==> src/rtl/ebp_pkg.sv <==
// constants, field layout and reset state of the eight-pin port block
// assumes a 32-bit apb master and pins sampled on pclk
package ebp_pkg;

  localparam int unsigned DATA_W = 32;
  localparam int unsigned ADDR_W = 8;
  localparam int unsigned PORT_W = 8;
  localparam int unsigned NUM_REGS = 5;

  // byte offsets, one aligned word each
  localparam logic [ADDR_W-1:0] OFS_PIN_READ    = 8'h00;
  localparam logic [ADDR_W-1:0] OFS_OUT_LATCH   = 8'h04;
  localparam logic [ADDR_W-1:0] OFS_DIRECTION   = 8'h08;
  localparam logic [ADDR_W-1:0] OFS_PORT_E_DIR  = 8'h0c;
  localparam logic [ADDR_W-1:0] OFS_PWM_CTRL    = 8'h10;

  // one-hot select positions
  localparam int unsigned SEL_PIN_READ   = 0;
  localparam int unsigned SEL_OUT_LATCH  = 1;
  localparam int unsigned SEL_DIRECTION  = 2;
  localparam int unsigned SEL_PORT_E_DIR = 3;
  localparam int unsigned SEL_PWM_CTRL   = 4;

  // port_e_direction fields
  localparam int unsigned PE_DIR_LSB     = 0;
  localparam int unsigned PE_DIR_W       = 3;
  localparam int unsigned PE_SLAVE_BIT   = 4;

  // pwm control fields
  localparam int unsigned PWM_EN_BIT     = 0;
  localparam int unsigned PWM_MODE_LSB   = 2;
  localparam int unsigned PWM_SD_TRI_BIT = 4;

  localparam logic [1:0] PWM_MODE_SINGLE   = 2'h0;
  localparam logic [1:0] PWM_MODE_QUAD_FWD = 2'h1;
  localparam logic [1:0] PWM_MODE_DUAL     = 2'h2;
  localparam logic [1:0] PWM_MODE_QUAD_REV = 2'h3;

  // pins taken over by pwm channels b, c, d
  localparam int unsigned PWM_B_PIN = 5;
  localparam int unsigned PWM_C_PIN = 6;
  localparam int unsigned PWM_D_PIN = 7;

  localparam logic [PORT_W-1:0]   LATCH_RST  = 8'h00;
  localparam logic [PORT_W-1:0]   DIR_RST    = 8'hff;
  localparam logic [PE_DIR_W-1:0] PE_DIR_RST = 3'h7;

  typedef struct packed {
    logic [PORT_W-1:0]   latch;
    logic [PORT_W-1:0]   dir;
    logic [PE_DIR_W-1:0] pe_dir;
    logic                slave_sel;
    logic                pwm_en;
    logic [1:0]          pwm_mode;
    logic                sd_tri;
    logic [DATA_W-1:0]   rdata;
    logic                slverr;
    logic [PORT_W-1:0]   psp_wdata;
  } ebp_state_s;

  localparam ebp_state_s STATE_RST = '{
    latch:     LATCH_RST,
    dir:       DIR_RST,
    pe_dir:    PE_DIR_RST,
    slave_sel: 1'b0,
    pwm_en:    1'b0,
    pwm_mode:  PWM_MODE_SINGLE,
    sd_tri:    1'b0,
    rdata:     32'h0000_0000,
    slverr:    1'b0,
    psp_wdata: 8'h00
  };

endpackage : ebp_pkg

==> src/rtl/ebp_apb_decode.sv <==
// address decode of the port register words
// assumes a byte address from the apb master, held through the transfer
`timescale 1ns/1ps
`default_nettype none
module ebp_apb_decode
  import ebp_pkg::*;
(
  input  wire logic [ADDR_W-1:0]   paddr,
  output logic      [NUM_REGS-1:0] sel,
  output logic                     hit
);

  always_comb begin
    sel = '0;
    unique case (paddr)
      OFS_PIN_READ:   sel[SEL_PIN_READ]   = 1'b1;
      OFS_OUT_LATCH:  sel[SEL_OUT_LATCH]  = 1'b1;
      OFS_DIRECTION:  sel[SEL_DIRECTION]  = 1'b1;
      OFS_PORT_E_DIR: sel[SEL_PORT_E_DIR] = 1'b1;
      OFS_PWM_CTRL:   sel[SEL_PWM_CTRL]   = 1'b1;
      default:        sel = '0;
    endcase
    hit = |sel;
  end

endmodule : ebp_apb_decode
`default_nettype wire

==> src/rtl/ebp_pin_mux.sv <==
// per-pin output selection: pwm over slave port over plain port data
// assumes ownership flags already qualified by the direction bits
`timescale 1ns/1ps
`default_nettype none
module ebp_pin_mux #(
  parameter int unsigned N = 8
) (
  input  wire logic [N-1:0] latch,
  input  wire logic [N-1:0] dir,
  input  wire logic         psp_active,
  input  wire logic         psp_read_en,
  input  wire logic [N-1:0] pwm_own,
  input  wire logic [N-1:0] pwm_val,
  input  wire logic         pwm_hiz,
  output logic      [N-1:0] pin_out,
  output logic      [N-1:0] pin_oe
);

  for (genvar i = 0; i < N; i++) begin : g_pin
    always_comb begin
      if (pwm_own[i]) begin
        pin_out[i] = pwm_val[i];
        pin_oe[i]  = ~pwm_hiz;
      end else if (psp_active) begin
        // direction bits are ignored while the slave port owns the pins
        pin_out[i] = latch[i];
        pin_oe[i]  = psp_read_en;
      end else begin
        pin_out[i] = latch[i];
        pin_oe[i]  = ~dir[i];
      end
    end
  end

endmodule : ebp_pin_mux
`default_nettype wire

==> src/rtl/ebp_port.sv <==
// eight-pin port with direction, output latch, pin read, slave mode and pwm takeover
// assumes an apb master on pclk and pin levels already synchronous to pclk
//
// What this block does
// eight pins, each with direction, latch, read bit
// direction one puts a general-purpose pin's driver off
// direction zero drives a general-purpose pin from latch
// latch readable and writable, returns latched values
// every pin's direction set independently
// pins come out of reset as inputs
// slave-select bit turns port into slave port
// slave mode drives latch, takes writes, ignores direction
// dual or quad pwm disables slave mode
// pwm b, c, d own upper pins
// pwm pins may float during shutdown
// slave-select one is slave, zero general, resets zero
// pin-read returns pins, write goes to latch
`timescale 1ns/1ps
`default_nettype none
module ebp_port
  import ebp_pkg::*;
(
  input  wire logic              pclk,
  input  wire logic              presetn,
  input  wire logic              psel,
  input  wire logic              penable,
  input  wire logic              pwrite,
  input  wire logic [ADDR_W-1:0] paddr,
  input  wire logic [DATA_W-1:0] pwdata,
  output logic      [DATA_W-1:0] prdata,
  output logic                   pready,
  output logic                   pslverr,
  input  wire logic [PORT_W-1:0] pin_in,
  output logic      [PORT_W-1:0] pin_out,
  output logic      [PORT_W-1:0] pin_oe,
  input  wire logic              psp_read_en,
  input  wire logic              psp_write_en,
  output logic      [PORT_W-1:0] psp_write_data,
  output logic                   slave_port_active,
  input  wire logic              pwm_channel_b,
  input  wire logic              pwm_channel_c,
  input  wire logic              pwm_channel_d,
  input  wire logic              pwm_shutdown,
  output logic      [PE_DIR_W-1:0] port_e_direction
);

  ebp_state_s s_r;
  ebp_state_s s_nxt;

  logic [NUM_REGS-1:0] sel;
  logic                hit;
  logic                setup_ph;
  logic                wr_acc;
  logic [DATA_W-1:0]   rd_word;
  logic                pwm_dual_quad;
  logic                pwm_quad;
  logic                psp_active;
  logic [PORT_W-1:0]   pwm_own;
  logic [PORT_W-1:0]   pwm_val;
  logic                pwm_hiz;

  ebp_apb_decode u_decode (
    .paddr (paddr),
    .sel   (sel),
    .hit   (hit)
  );

  // no wait states: every access completes in its first access cycle
  assign pready   = 1'b1;
  assign setup_ph = psel & ~penable;
  assign wr_acc   = psel & penable & pwrite & hit;

  // read word is built in the setup cycle so prdata comes from a flop
  always_comb begin
    rd_word = '0;
    if (sel[SEL_PIN_READ]) begin
      rd_word[PORT_W-1:0] = pin_in;
    end
    if (sel[SEL_OUT_LATCH]) begin
      rd_word[PORT_W-1:0] = s_r.latch;
    end
    if (sel[SEL_DIRECTION]) begin
      rd_word[PORT_W-1:0] = s_r.dir;
    end
    if (sel[SEL_PORT_E_DIR]) begin
      // buffer flags of the slave handshake live elsewhere and read zero here
      rd_word[PE_DIR_LSB +: PE_DIR_W] = s_r.pe_dir;
      rd_word[PE_SLAVE_BIT]           = s_r.slave_sel;
    end
    if (sel[SEL_PWM_CTRL]) begin
      rd_word[PWM_EN_BIT]          = s_r.pwm_en;
      rd_word[PWM_MODE_LSB +: 2]   = s_r.pwm_mode;
      rd_word[PWM_SD_TRI_BIT]      = s_r.sd_tri;
    end
  end

  // pwm ownership of the upper pins
  always_comb begin
    pwm_dual_quad = s_r.pwm_en & (s_r.pwm_mode != PWM_MODE_SINGLE);
    pwm_quad      = s_r.pwm_en & ((s_r.pwm_mode == PWM_MODE_QUAD_FWD) |
                                  (s_r.pwm_mode == PWM_MODE_QUAD_REV));
    pwm_own            = '0;
    pwm_val            = '0;
    pwm_own[PWM_B_PIN] = pwm_dual_quad & ~s_r.dir[PWM_B_PIN];
    pwm_own[PWM_C_PIN] = pwm_quad & ~s_r.dir[PWM_C_PIN];
    pwm_own[PWM_D_PIN] = pwm_quad & ~s_r.dir[PWM_D_PIN];
    pwm_val[PWM_B_PIN] = pwm_channel_b;
    pwm_val[PWM_C_PIN] = pwm_channel_c;
    pwm_val[PWM_D_PIN] = pwm_channel_d;
    pwm_hiz            = s_r.sd_tri & pwm_shutdown;
  end

  // dual or quad pwm silently takes the slave port away
  assign psp_active = s_r.slave_sel & ~pwm_dual_quad;

  always_comb begin
    s_nxt = s_r;
    if (setup_ph) begin
      s_nxt.rdata  = pwrite ? '0 : rd_word;
      s_nxt.slverr = ~hit;
    end
    if (wr_acc) begin
      if (sel[SEL_PIN_READ] | sel[SEL_OUT_LATCH]) begin
        s_nxt.latch = pwdata[PORT_W-1:0];
      end
      if (sel[SEL_DIRECTION]) begin
        s_nxt.dir = pwdata[PORT_W-1:0];
      end
      if (sel[SEL_PORT_E_DIR]) begin
        s_nxt.pe_dir    = pwdata[PE_DIR_LSB +: PE_DIR_W];
        s_nxt.slave_sel = pwdata[PE_SLAVE_BIT];
      end
      if (sel[SEL_PWM_CTRL]) begin
        s_nxt.pwm_en   = pwdata[PWM_EN_BIT];
        s_nxt.pwm_mode = pwdata[PWM_MODE_LSB +: 2];
        s_nxt.sd_tri   = pwdata[PWM_SD_TRI_BIT];
      end
    end
    // slave write data is taken from the pins whatever the direction bits say
    if (psp_active & psp_write_en) begin
      s_nxt.psp_wdata = pin_in;
    end
  end

  // reset leaves every direction bit set, so all pins start as inputs
  always_ff @(posedge pclk or negedge presetn) begin
    if (!presetn) begin
      s_r <= STATE_RST;
    end else begin
      s_r <= s_nxt;
    end
  end

  ebp_pin_mux #(
    .N (PORT_W)
  ) u_mux (
    .latch       (s_r.latch),
    .dir         (s_r.dir),
    .psp_active  (psp_active),
    .psp_read_en (psp_read_en),
    .pwm_own     (pwm_own),
    .pwm_val     (pwm_val),
    .pwm_hiz     (pwm_hiz),
    .pin_out     (pin_out),
    .pin_oe      (pin_oe)
  );

  assign prdata            = s_r.rdata;
  assign pslverr           = s_r.slverr;
  assign psp_write_data    = s_r.psp_wdata;
  assign slave_port_active = psp_active;
  assign port_e_direction  = s_r.pe_dir;

  logic [PORT_W-1:0] gp_pins;
  assign gp_pins = (psp_active ? '0 : ~pwm_own);
endmodule : ebp_port
`default_nettype wire

==> config.mk <==
export PLATFORM = sky130hd
export DESIGN_NAME = ebp_port
export DESIGN_NICKNAME = d
export VERILOG_FILES = /design/src/rtl/ebp_pkg.sv /design/src/rtl/ebp_apb_decode.sv /design/src/rtl/ebp_pin_mux.sv /design/src/rtl/ebp_port.sv
export SDC_FILE = /design/constraint.sdc
export NUM_CORES = 1
export LEC_CHECK = 0
export ABC_AREA = 1
export BUFFER_PORTS_ARGS = -buffer_cell sky130_fd_sc_hd__buf_4
export CAP_MARGIN = 20
export CELL_PAD_IN_SITES_DETAIL_PLACEMENT = 1
export CELL_PAD_IN_SITES_GLOBAL_PLACEMENT = 1
export CORE_UTILIZATION = 30
export DETAILED_ROUTE_END_ITERATION = 8
export PLACE_DENSITY_LB_ADDON = 0.1
export SETUP_SLACK_MARGIN = 0.05
export SKIP_LAST_GASP = 1
export SLEW_MARGIN = 15
export SYNTH_ARGS = -nofsm -noshare
export SYNTH_HDL_FRONTEND = slang
export SYNTH_SLANG_ARGS = --single-unit
==> constraint.sdc <==
create_clock -name pclk -period 2.9 [get_ports pclk]
set_input_delay 0.435 -clock pclk [delete_from_list [all_inputs] [get_ports pclk]]
set_output_delay 0.435 -clock pclk [all_outputs]
set_load 0.005 [all_outputs]
==> results of run 1 <==
layout by cell type, fill, tap and decap left out, types with 3 or more instances in the layout:
| cell | n |
|---|---|
| dfrtp_1 | 30 |
| nor2_1 | 13 |
| a21oi_1 | 10 |
| o211ai_1 | 3 |
| buf_4 | 72 |
| o21ai_0 | 11 |
| nand4_1 | 20 |
| nand2_1 | 120 |
| nand3_1 | 21 |
| nor2_4 | 4 |
| nand2_2 | 4 |
| clkbuf_8 | 6 |
| dfstp_2 | 11 |
| inv_1 | 25 |
| mux2_2 | 3 |
| conb_1 | 25 |
area by class of cell:
cell class | instances | area share, %
multi-input combinational | 247 | 38.3
sequential | 41 | 33.8
timing repair buffer | 72 | 17.6
tap | 105 | 4.27
inverter | 26 | 3.17
clock buffer | 8 | 2.93
cells by family after synthesis:
family / count (synthesis) / synth area share (%)
AO/OA/AOI/OAI: 28 / 6.32
buffers and inverters: 84 / 19.7
flip-flops: 41 / 39.2
multiplexers: 3 / 1.27
other: 2 / 0.283
AND/OR/NAND/NOR: 191 / 33.3
routing by layer:
metal | share of wire (%) | vias to the layer above | GRT usage [%]
li1 | - | 1136 | -
met1 | 46 | 1121 | 22.1
met2 | 49 | 58 | 29.8
met3 | 3.6 | 8 | 2.84
met4 | 1.6 | 0 | 4.85
met5 | 0 | - | 0
registers in the layout, indices dropped and copies added, names as in the netlist:
register	cells
pslverr	1
port_e_direction	3
psp_write_data	8
prdata	8
s_r	21
per-stage QoR:
step	hold slack, ns	util (%)
floorplan	0.139	-
global placement	0.454	35.6
detailed placement	0.463	35.6
CTS	0.149	36.7
global route	0.164	36.7
finish	0.123	36.7
critical path: stages (launching register included):
cell	delay (ns)
dfrtp_1	0.40
inv_1	0.08
a21oi_1	0.11
nor2_1	0.49
nand2_1	0.34
a22oi_1	0.28
buf_4	0.15
power by group through the flow:
stage / combinational (W) / clock [W] / sequential [W]
detailed placement: 0.000108 / 0 / 0.000589
global route: 0.000120 / 0.000432 / 0.000579
floorplan: 0.0000642 / 0 / 0.000588
finish: 0.000106 / 0.000397 / 0.000578
global placement: 0.000107 / 0 / 0.000589
CTS: 0.000108 / 0.000419 / 0.000578
path summary, 6_finish.rpt:
path	from	end	slack, ns
setup / recovery	s_r[42]	pin_oe[7]	0.31
hold / removal	presetn	prdata[7]	0.12
setup reg to reg	s_r[42]	psp_write_data[3]	0.98
hold reg to reg	s_r[53]	s_r[53]	0.48
max in group asynchronous	presetn	s_r[52]	2.38
min in group pclk	pwdata[6]	s_r[55]	0.38
==> metrics.md, run 1 <==
| Metric | Value |
|---|---|
| Cell area after synthesis | 2650 sq um |
| PortBufs | 71 |
| Top FF cell, synth | dfrtp_1 |
| Buffer levels on the longest clock path | 2 |
| Area overhead of the layout relative to synthesis | 16.0% |
| Average routed wire per standard cell | 15.1 microns |
| Number of max-capacitance violations reported | 0 |
| Transition time at the pin with the least slew margin | 0.748 ns |
| Post-synthesis sequential element count | 41 |
| Total number of vias | 2323 |
| Worst Path Arrival | 2.15 ns |
| Most area-consuming cells after synthesis | dfrtp_1 (28%), nand2_1 (17%), buf_4 (14%), dfstp_2 (11%), nand4_1 (4.7%) |
| Required time of the critical path | 2.47 ns |
| Number of failing hold endpoints at the final stage | 0 |
| Worst-case setup slack after placement | 0.638 ns |
| Area of the placeable core | 8380 sq um |
| Number of DRC violations after detailed routing | 0 |
| Ports placed on the boundary | 121 |
| Tmin final | 2.59 ns |
| Final Max Tran Viols | 0 |
| Switching share of power | 24.9% |
| Design Power | 0.00108 W |
| Finished layout cell area | 3080 sq um |
| Number of global-route vias before repair | 2313 |
| Worst reg2reg path depth | 7 |
| Multi-input combinational cell area | 1180 sq um |
| Run status | complete, no violations |
| Routed wire length | 7550 microns |
| Starting Density | 31.6% |
| Clk pwr share | 36.7% |
| Startpoint Class | register |
| Share of the yosys chip area belonging to registers | 39.2% |
| Max FO, Critical Path | 8 |
| Post-CTS Hold Fix Bufs | 0 |
| Floorplan die width | 96.0 microns |
| Count of final setup violators | 0 |
| Layout Skew | 0.0121 ns |
| Number of placement rows | 33 |
| Post-detail-place hpwl | 5820 microns |
| Fin worst setup slack | 0.315 ns |
| CTS tree | done |
| Seq pwr share | 53.5% |
| Critical Path Sink Type | output port |
| H-tree depth reported by CTS | 2 |
| Peak ir drop on the vdd network | 0.000151 V |
| Timing-limited maximum frequency | 387 MHz |
| Leading cell types by count after synthesis | nand2_1 (120), buf_4 (50), dfrtp_1 (30) |
| Net count of the finished layout | 452 |
| Number of cells in the design after placement | 491 |
| Largest area contributor in the synthesized netlist | dfrtp_1 |
| Largest net degree at the start of global routing | 42 |
| Path type of the worst setup path | register to output port |
| Unrepaired setup endpoints after global routing | false |
| GR Overflow Total | 0 |
| Fin Setup TNS | 0 ns |
| Initial antenna violation count | 0 |
| Post-synthesis area per instance | 7.60 sq um |
| Source-to-sink clock delay at the later pin of the worst-skew pair | 0.30 ns |
| Initial detailed-routing violation count | 95 |
| Async set-or-reset flop fraction in the synthesized netlist | 100% |
| CTS Sinks | 41 |
| Clk Tree Root Cell | clkbuf_8 |
| Standby leakage power | 1.63 nW |
| Wire length of the first global-routing pass | 11900 microns |
| Number of diodes added for antenna fixing | 0 |
| Total routing resource utilization after global routing | 17.3% |
| Path category of the worst min-delay check | input pin to asynchronous set/reset pin |
| Reg clk slew, reported paths | 0.09 ns |
| Fraction of the cycle the final worst path needs | 89.1% |
| Number of warning messages in the yosys log | 0 |
| Max-slew headroom | 50.0% |
| Count of different cell masters after synthesis | 29 |
| Storage element area | 1040 sq um |
| Post-Syn Instances | 349 |
| Vias per inst | 4.66 |
| Fraction of final layout cells sized beyond drive strength 1 | 27.4% |
| Combinational cell fraction of total power | 9.8% |
| Y dimension of the die | 96.0 microns |
| Buffer count from post-CTS setup fixing | 0 |
| CTS Buf Count | 5 |
| Internal power contribution | 0.000812 W |
| Routability congestion estimate from global placement | 0.769 |
| Total Die Area | 9220 sq um |
| Switching power | 0.000269 W |
| Final non-filler cell total | 499 |
| Yosys top cell area share | 28.3% |
| Number of flops mapped to enable cells by yosys | 0 |
| Placed Instance Area | 2990 sq um |
| Power per cell area | 351 nW/um^2 |
| Number of filler instances in the final layout | 1077 |
| 1st-pass router iterations | 4 |
| Count of nets left with antenna violations after detail routing | 0 |
| Number of gates resized after CTS | 0 |
| Most numerous cell in the Yosys netlist | nand2_1 |
No activity file was read; power rests on OpenSTA's default activity.
==> run 2: changes to the inputs <==
--- a/config.mk
+++ b/config.mk
@@ -5,16 +5,14 @@
 export SDC_FILE = /design/constraint.sdc
 export NUM_CORES = 1
 export LEC_CHECK = 0
-export ABC_AREA = 1
 export BUFFER_PORTS_ARGS = -buffer_cell sky130_fd_sc_hd__buf_4
 export CAP_MARGIN = 20
 export CELL_PAD_IN_SITES_DETAIL_PLACEMENT = 1
 export CELL_PAD_IN_SITES_GLOBAL_PLACEMENT = 1
-export CORE_UTILIZATION = 30
+export CORE_UTILIZATION = 37
 export DETAILED_ROUTE_END_ITERATION = 8
 export PLACE_DENSITY_LB_ADDON = 0.1
 export SETUP_SLACK_MARGIN = 0.05
-export SKIP_LAST_GASP = 1
 export SLEW_MARGIN = 15
 export SYNTH_ARGS = -nofsm -noshare
 export SYNTH_HDL_FRONTEND = slang
==> run 2 against run 1 <==
Sequential power up 4.8%. Hold slack worse by 0.021 ns. Via count down 33%. Critical path type unchanged. Largest power group unchanged.
==> metrics.md, run 2 <==
| Metric | Value |
|---|---|
| Post-CTS Hold Fix Bufs | 0 |
| Reg2reg setup slack | 0.94 ns |
| Source-to-sink clock delay at the later pin of the worst-skew pair | 0.29 ns |
| Count of different cell masters after synthesis | 35 |
| Top FF cell, synth | dfrtp_1 |
| Number of diodes added for antenna fixing | 0 |
| Peak ir drop on the vdd network | 0.000288 V |
| Storage element area | 1040 sq um |
| Fraction of the cycle the final worst path needs | 79.1% |
| Multi-input combinational cell area | 1040 sq um |
| Number of flops mapped to enable cells by yosys | 0 |
| Initial detailed-routing violation count | 18 |
| Buffer levels on the longest clock path | 2 |
| Unrepaired setup endpoints after global routing | false |
| Wire length of the first global-routing pass | 8470 microns |
| Total Die Area | 6760 sq um |
| Floorplan die width | 82.2 microns |
| Total routing resource utilization after global routing | 17.6% |
| Post-synthesis sequential element count | 41 |
| Routability congestion estimate from global placement | 0.717 |
| Power per cell area | 394 nW/um^2 |
| Post-detail-place hpwl | 4220 microns |
| Cell area after synthesis | 2380 sq um |
| Reg clk slew, reported paths | 0.08 ns |
| Number of warning messages in the yosys log | 0 |
| Register with the most flip-flops | s_r |
| Highest-count cells in the layout ignoring fill and taps | buf_4 (76), mux2_2 (35), dfrtp_1 (30) |
| 1st-pass router iterations | 4 |
| Layout Skew | 0.0118 ns |
| Reg-to-reg critical path startpoint | s_r[42] |
| Max FO, Critical Path | 7 |
| Number of max-capacitance violations reported | 0 |
| Fin Setup TNS | 0 ns |
| Total number of vias | 1568 |
| Post-Syn Instances | 197 |
| Most frequent standard cell in the layout excluding fill and tap cells | buf_4 |
| CTS tree | done |
| Initial antenna violation count | 0 |
| Number of failing hold endpoints at the final stage | 0 |
| Leading cell types by count after synthesis | buf_4 (49), mux2_2 (35), dfrtp_1 (30) |
| Worst-case setup slack after placement | 0.702 ns |
| Ports placed on the boundary | 121 |
| Reg-to-reg endpoint | psp_write_data[1] |
| H-tree depth reported by CTS | 2 |
| Final non-filler cell total | 326 |
| Vias per inst | 4.81 |
| Critical path startpoint | s_r[42] |
| Flip-flop count of the largest register, all copies and words added | 21 |
| Standby leakage power | 1.40 nW |
| GR Overflow Total | 0 |
| Number of gates resized after CTS | 0 |
| Average routed wire per standard cell | 17.0 microns |
| Fin worst setup slack | 0.607 ns |
| CTS Buf Count | 5 |
| Critical Path Sink Type | output port |
| Count of nets left with antenna violations after detail routing | 0 |
| Area overhead of the layout relative to synthesis | 18.8% |
| Async set-or-reset flop fraction in the synthesized netlist | 100% |
| Design Power | 0.00111 W |
| Largest area contributor in the synthesized netlist | dfrtp_1 |
| Most area-consuming cells after synthesis | dfrtp_1 (32%), mux2_2 (17%), buf_4 (15%), dfstp_2 (12%), mux4_2 (3.8%) |
| Tmin final | 2.29 ns |
| Transition time at the pin with the least slew margin | 0.752 ns |
| Number of cells in the design after placement | 318 |
| Largest net degree at the start of global routing | 42 |
| Most numerous cell in the Yosys netlist | buf_4 |
| Area of the placeable core | 6060 sq um |
| Max-slew headroom | 49.4% |
| Worst Path Arrival | 1.86 ns |
| Number of filler instances in the final layout | 683 |
| Timing-limited maximum frequency | 436 MHz |
| Starting Density | 39.3% |
| Placed Instance Area | 2750 sq um |
| Count of final setup violators | 0 |
| Number of placement rows | 28 |
| Fraction of final layout cells sized beyond drive strength 1 | 55.0% |
| Buffer count from post-CTS setup fixing | 0 |
| CTS Sinks | 41 |
| Path category of the worst min-delay check | input pin to asynchronous set/reset pin |
| Clk Tree Root Cell | clkbuf_8 |
| Final Max Tran Viols | 0 |
| Post-synthesis area per instance | 12.1 sq um |
| Finished layout cell area | 2830 sq um |
| PortBufs | 71 |
| Share of the yosys chip area belonging to registers | 43.7% |
| Y dimension of the die | 82.2 microns |
| Number of DRC violations after detailed routing | 0 |
| Yosys top cell area share | 31.5% |
| Required time of the critical path | 2.47 ns |
| Run status | complete, no violations |
| Startpoint Class | register |
| Routed wire length | 5530 microns |
| Path type of the worst setup path | register to output port |
| Net count of the finished layout | 309 |
| Worst reg2reg path depth | 3 |
| Number of global-route vias before repair | 1593 |
## run 2: cell types whose count changed after synthesis, moves of 8 or more
cell and delta:
inv_1 -24, nand4_1 -19, nand2_1 -116, nand3_1 -19, mux2_2 +32, a21oi_1 -10
nor2_1 -8
## run 2: power breakdown
group,total [W],switching (W),internal (W)
sequential,0.000606,0.0000127,0.000593
clock,0.000358,0.000189,0.000169
combinational,0.000150,0.0000689,0.0000811
total,0.00111,0.000270,0.000843
## run 2: worst max path at each step
stage / end / slack [ns] / cells past startpoint
floorplan: s_r[49] / 0.89 / 4
global placement: s_r[62] / 0.71 / 5
detailed placement: s_r[51] / 0.70 / 5
CTS: pin_oe[4] / 0.58 / 5
global route: pin_oe[4] / 0.50 / 5
finish: pin_oe[4] / 0.61 / 5
## run 2: kinds of logic after synthesis
kind of cell / Yosys count / synth area share, %
other cells: 2 / 0.316
simple gates: 33 / 9.99
compound gates: 24 / 7.68
buf+inv: 54 / 16.3
mux: 43 / 22.0
flops: 41 / 43.7
## run 2: through the flow
stage                     hold slack (ns)  utilization, %
final                               0.102            46.7
after global routing                0.148            46.7
after CTS                           0.132            46.7
after detailed placement            0.450            45.3
after global placement              0.452            45.3
after floorplan                     0.139               -
## run 2: routing by layer
metal  part of all wire [%]  global-route usage (%)  vias to the layer above  wire length, microns
met1                     46                    23.8                      768                  2560
met2                     48                    28.2                       53                  2650
li1                       -                       -                      743                     -
met5                      0                       0                        -                     0
met3                    4.9                    3.85                        4                   269
met4                   0.76                    5.09                        0                    42
## run 2: cell type report
cell class | count | area share (%)
inverters | 1 | 0.133
repair buffers | 76 | 20.2
well taps | 75 | 3.32
clock buffers | 7 | 2.70
flip-flops and latches | 41 | 36.8
clock inverters | 1 | 0.177
multi-input cells | 125 | 36.7
## run 2: critical path, stage by stage, from the launching register on
cell and delay [ns]:
dfrtp_1 0.46, o21ai_0 0.41, nand2_1 0.17, inv_1 0.23, o21ai_0 0.15, buf_4 0.16
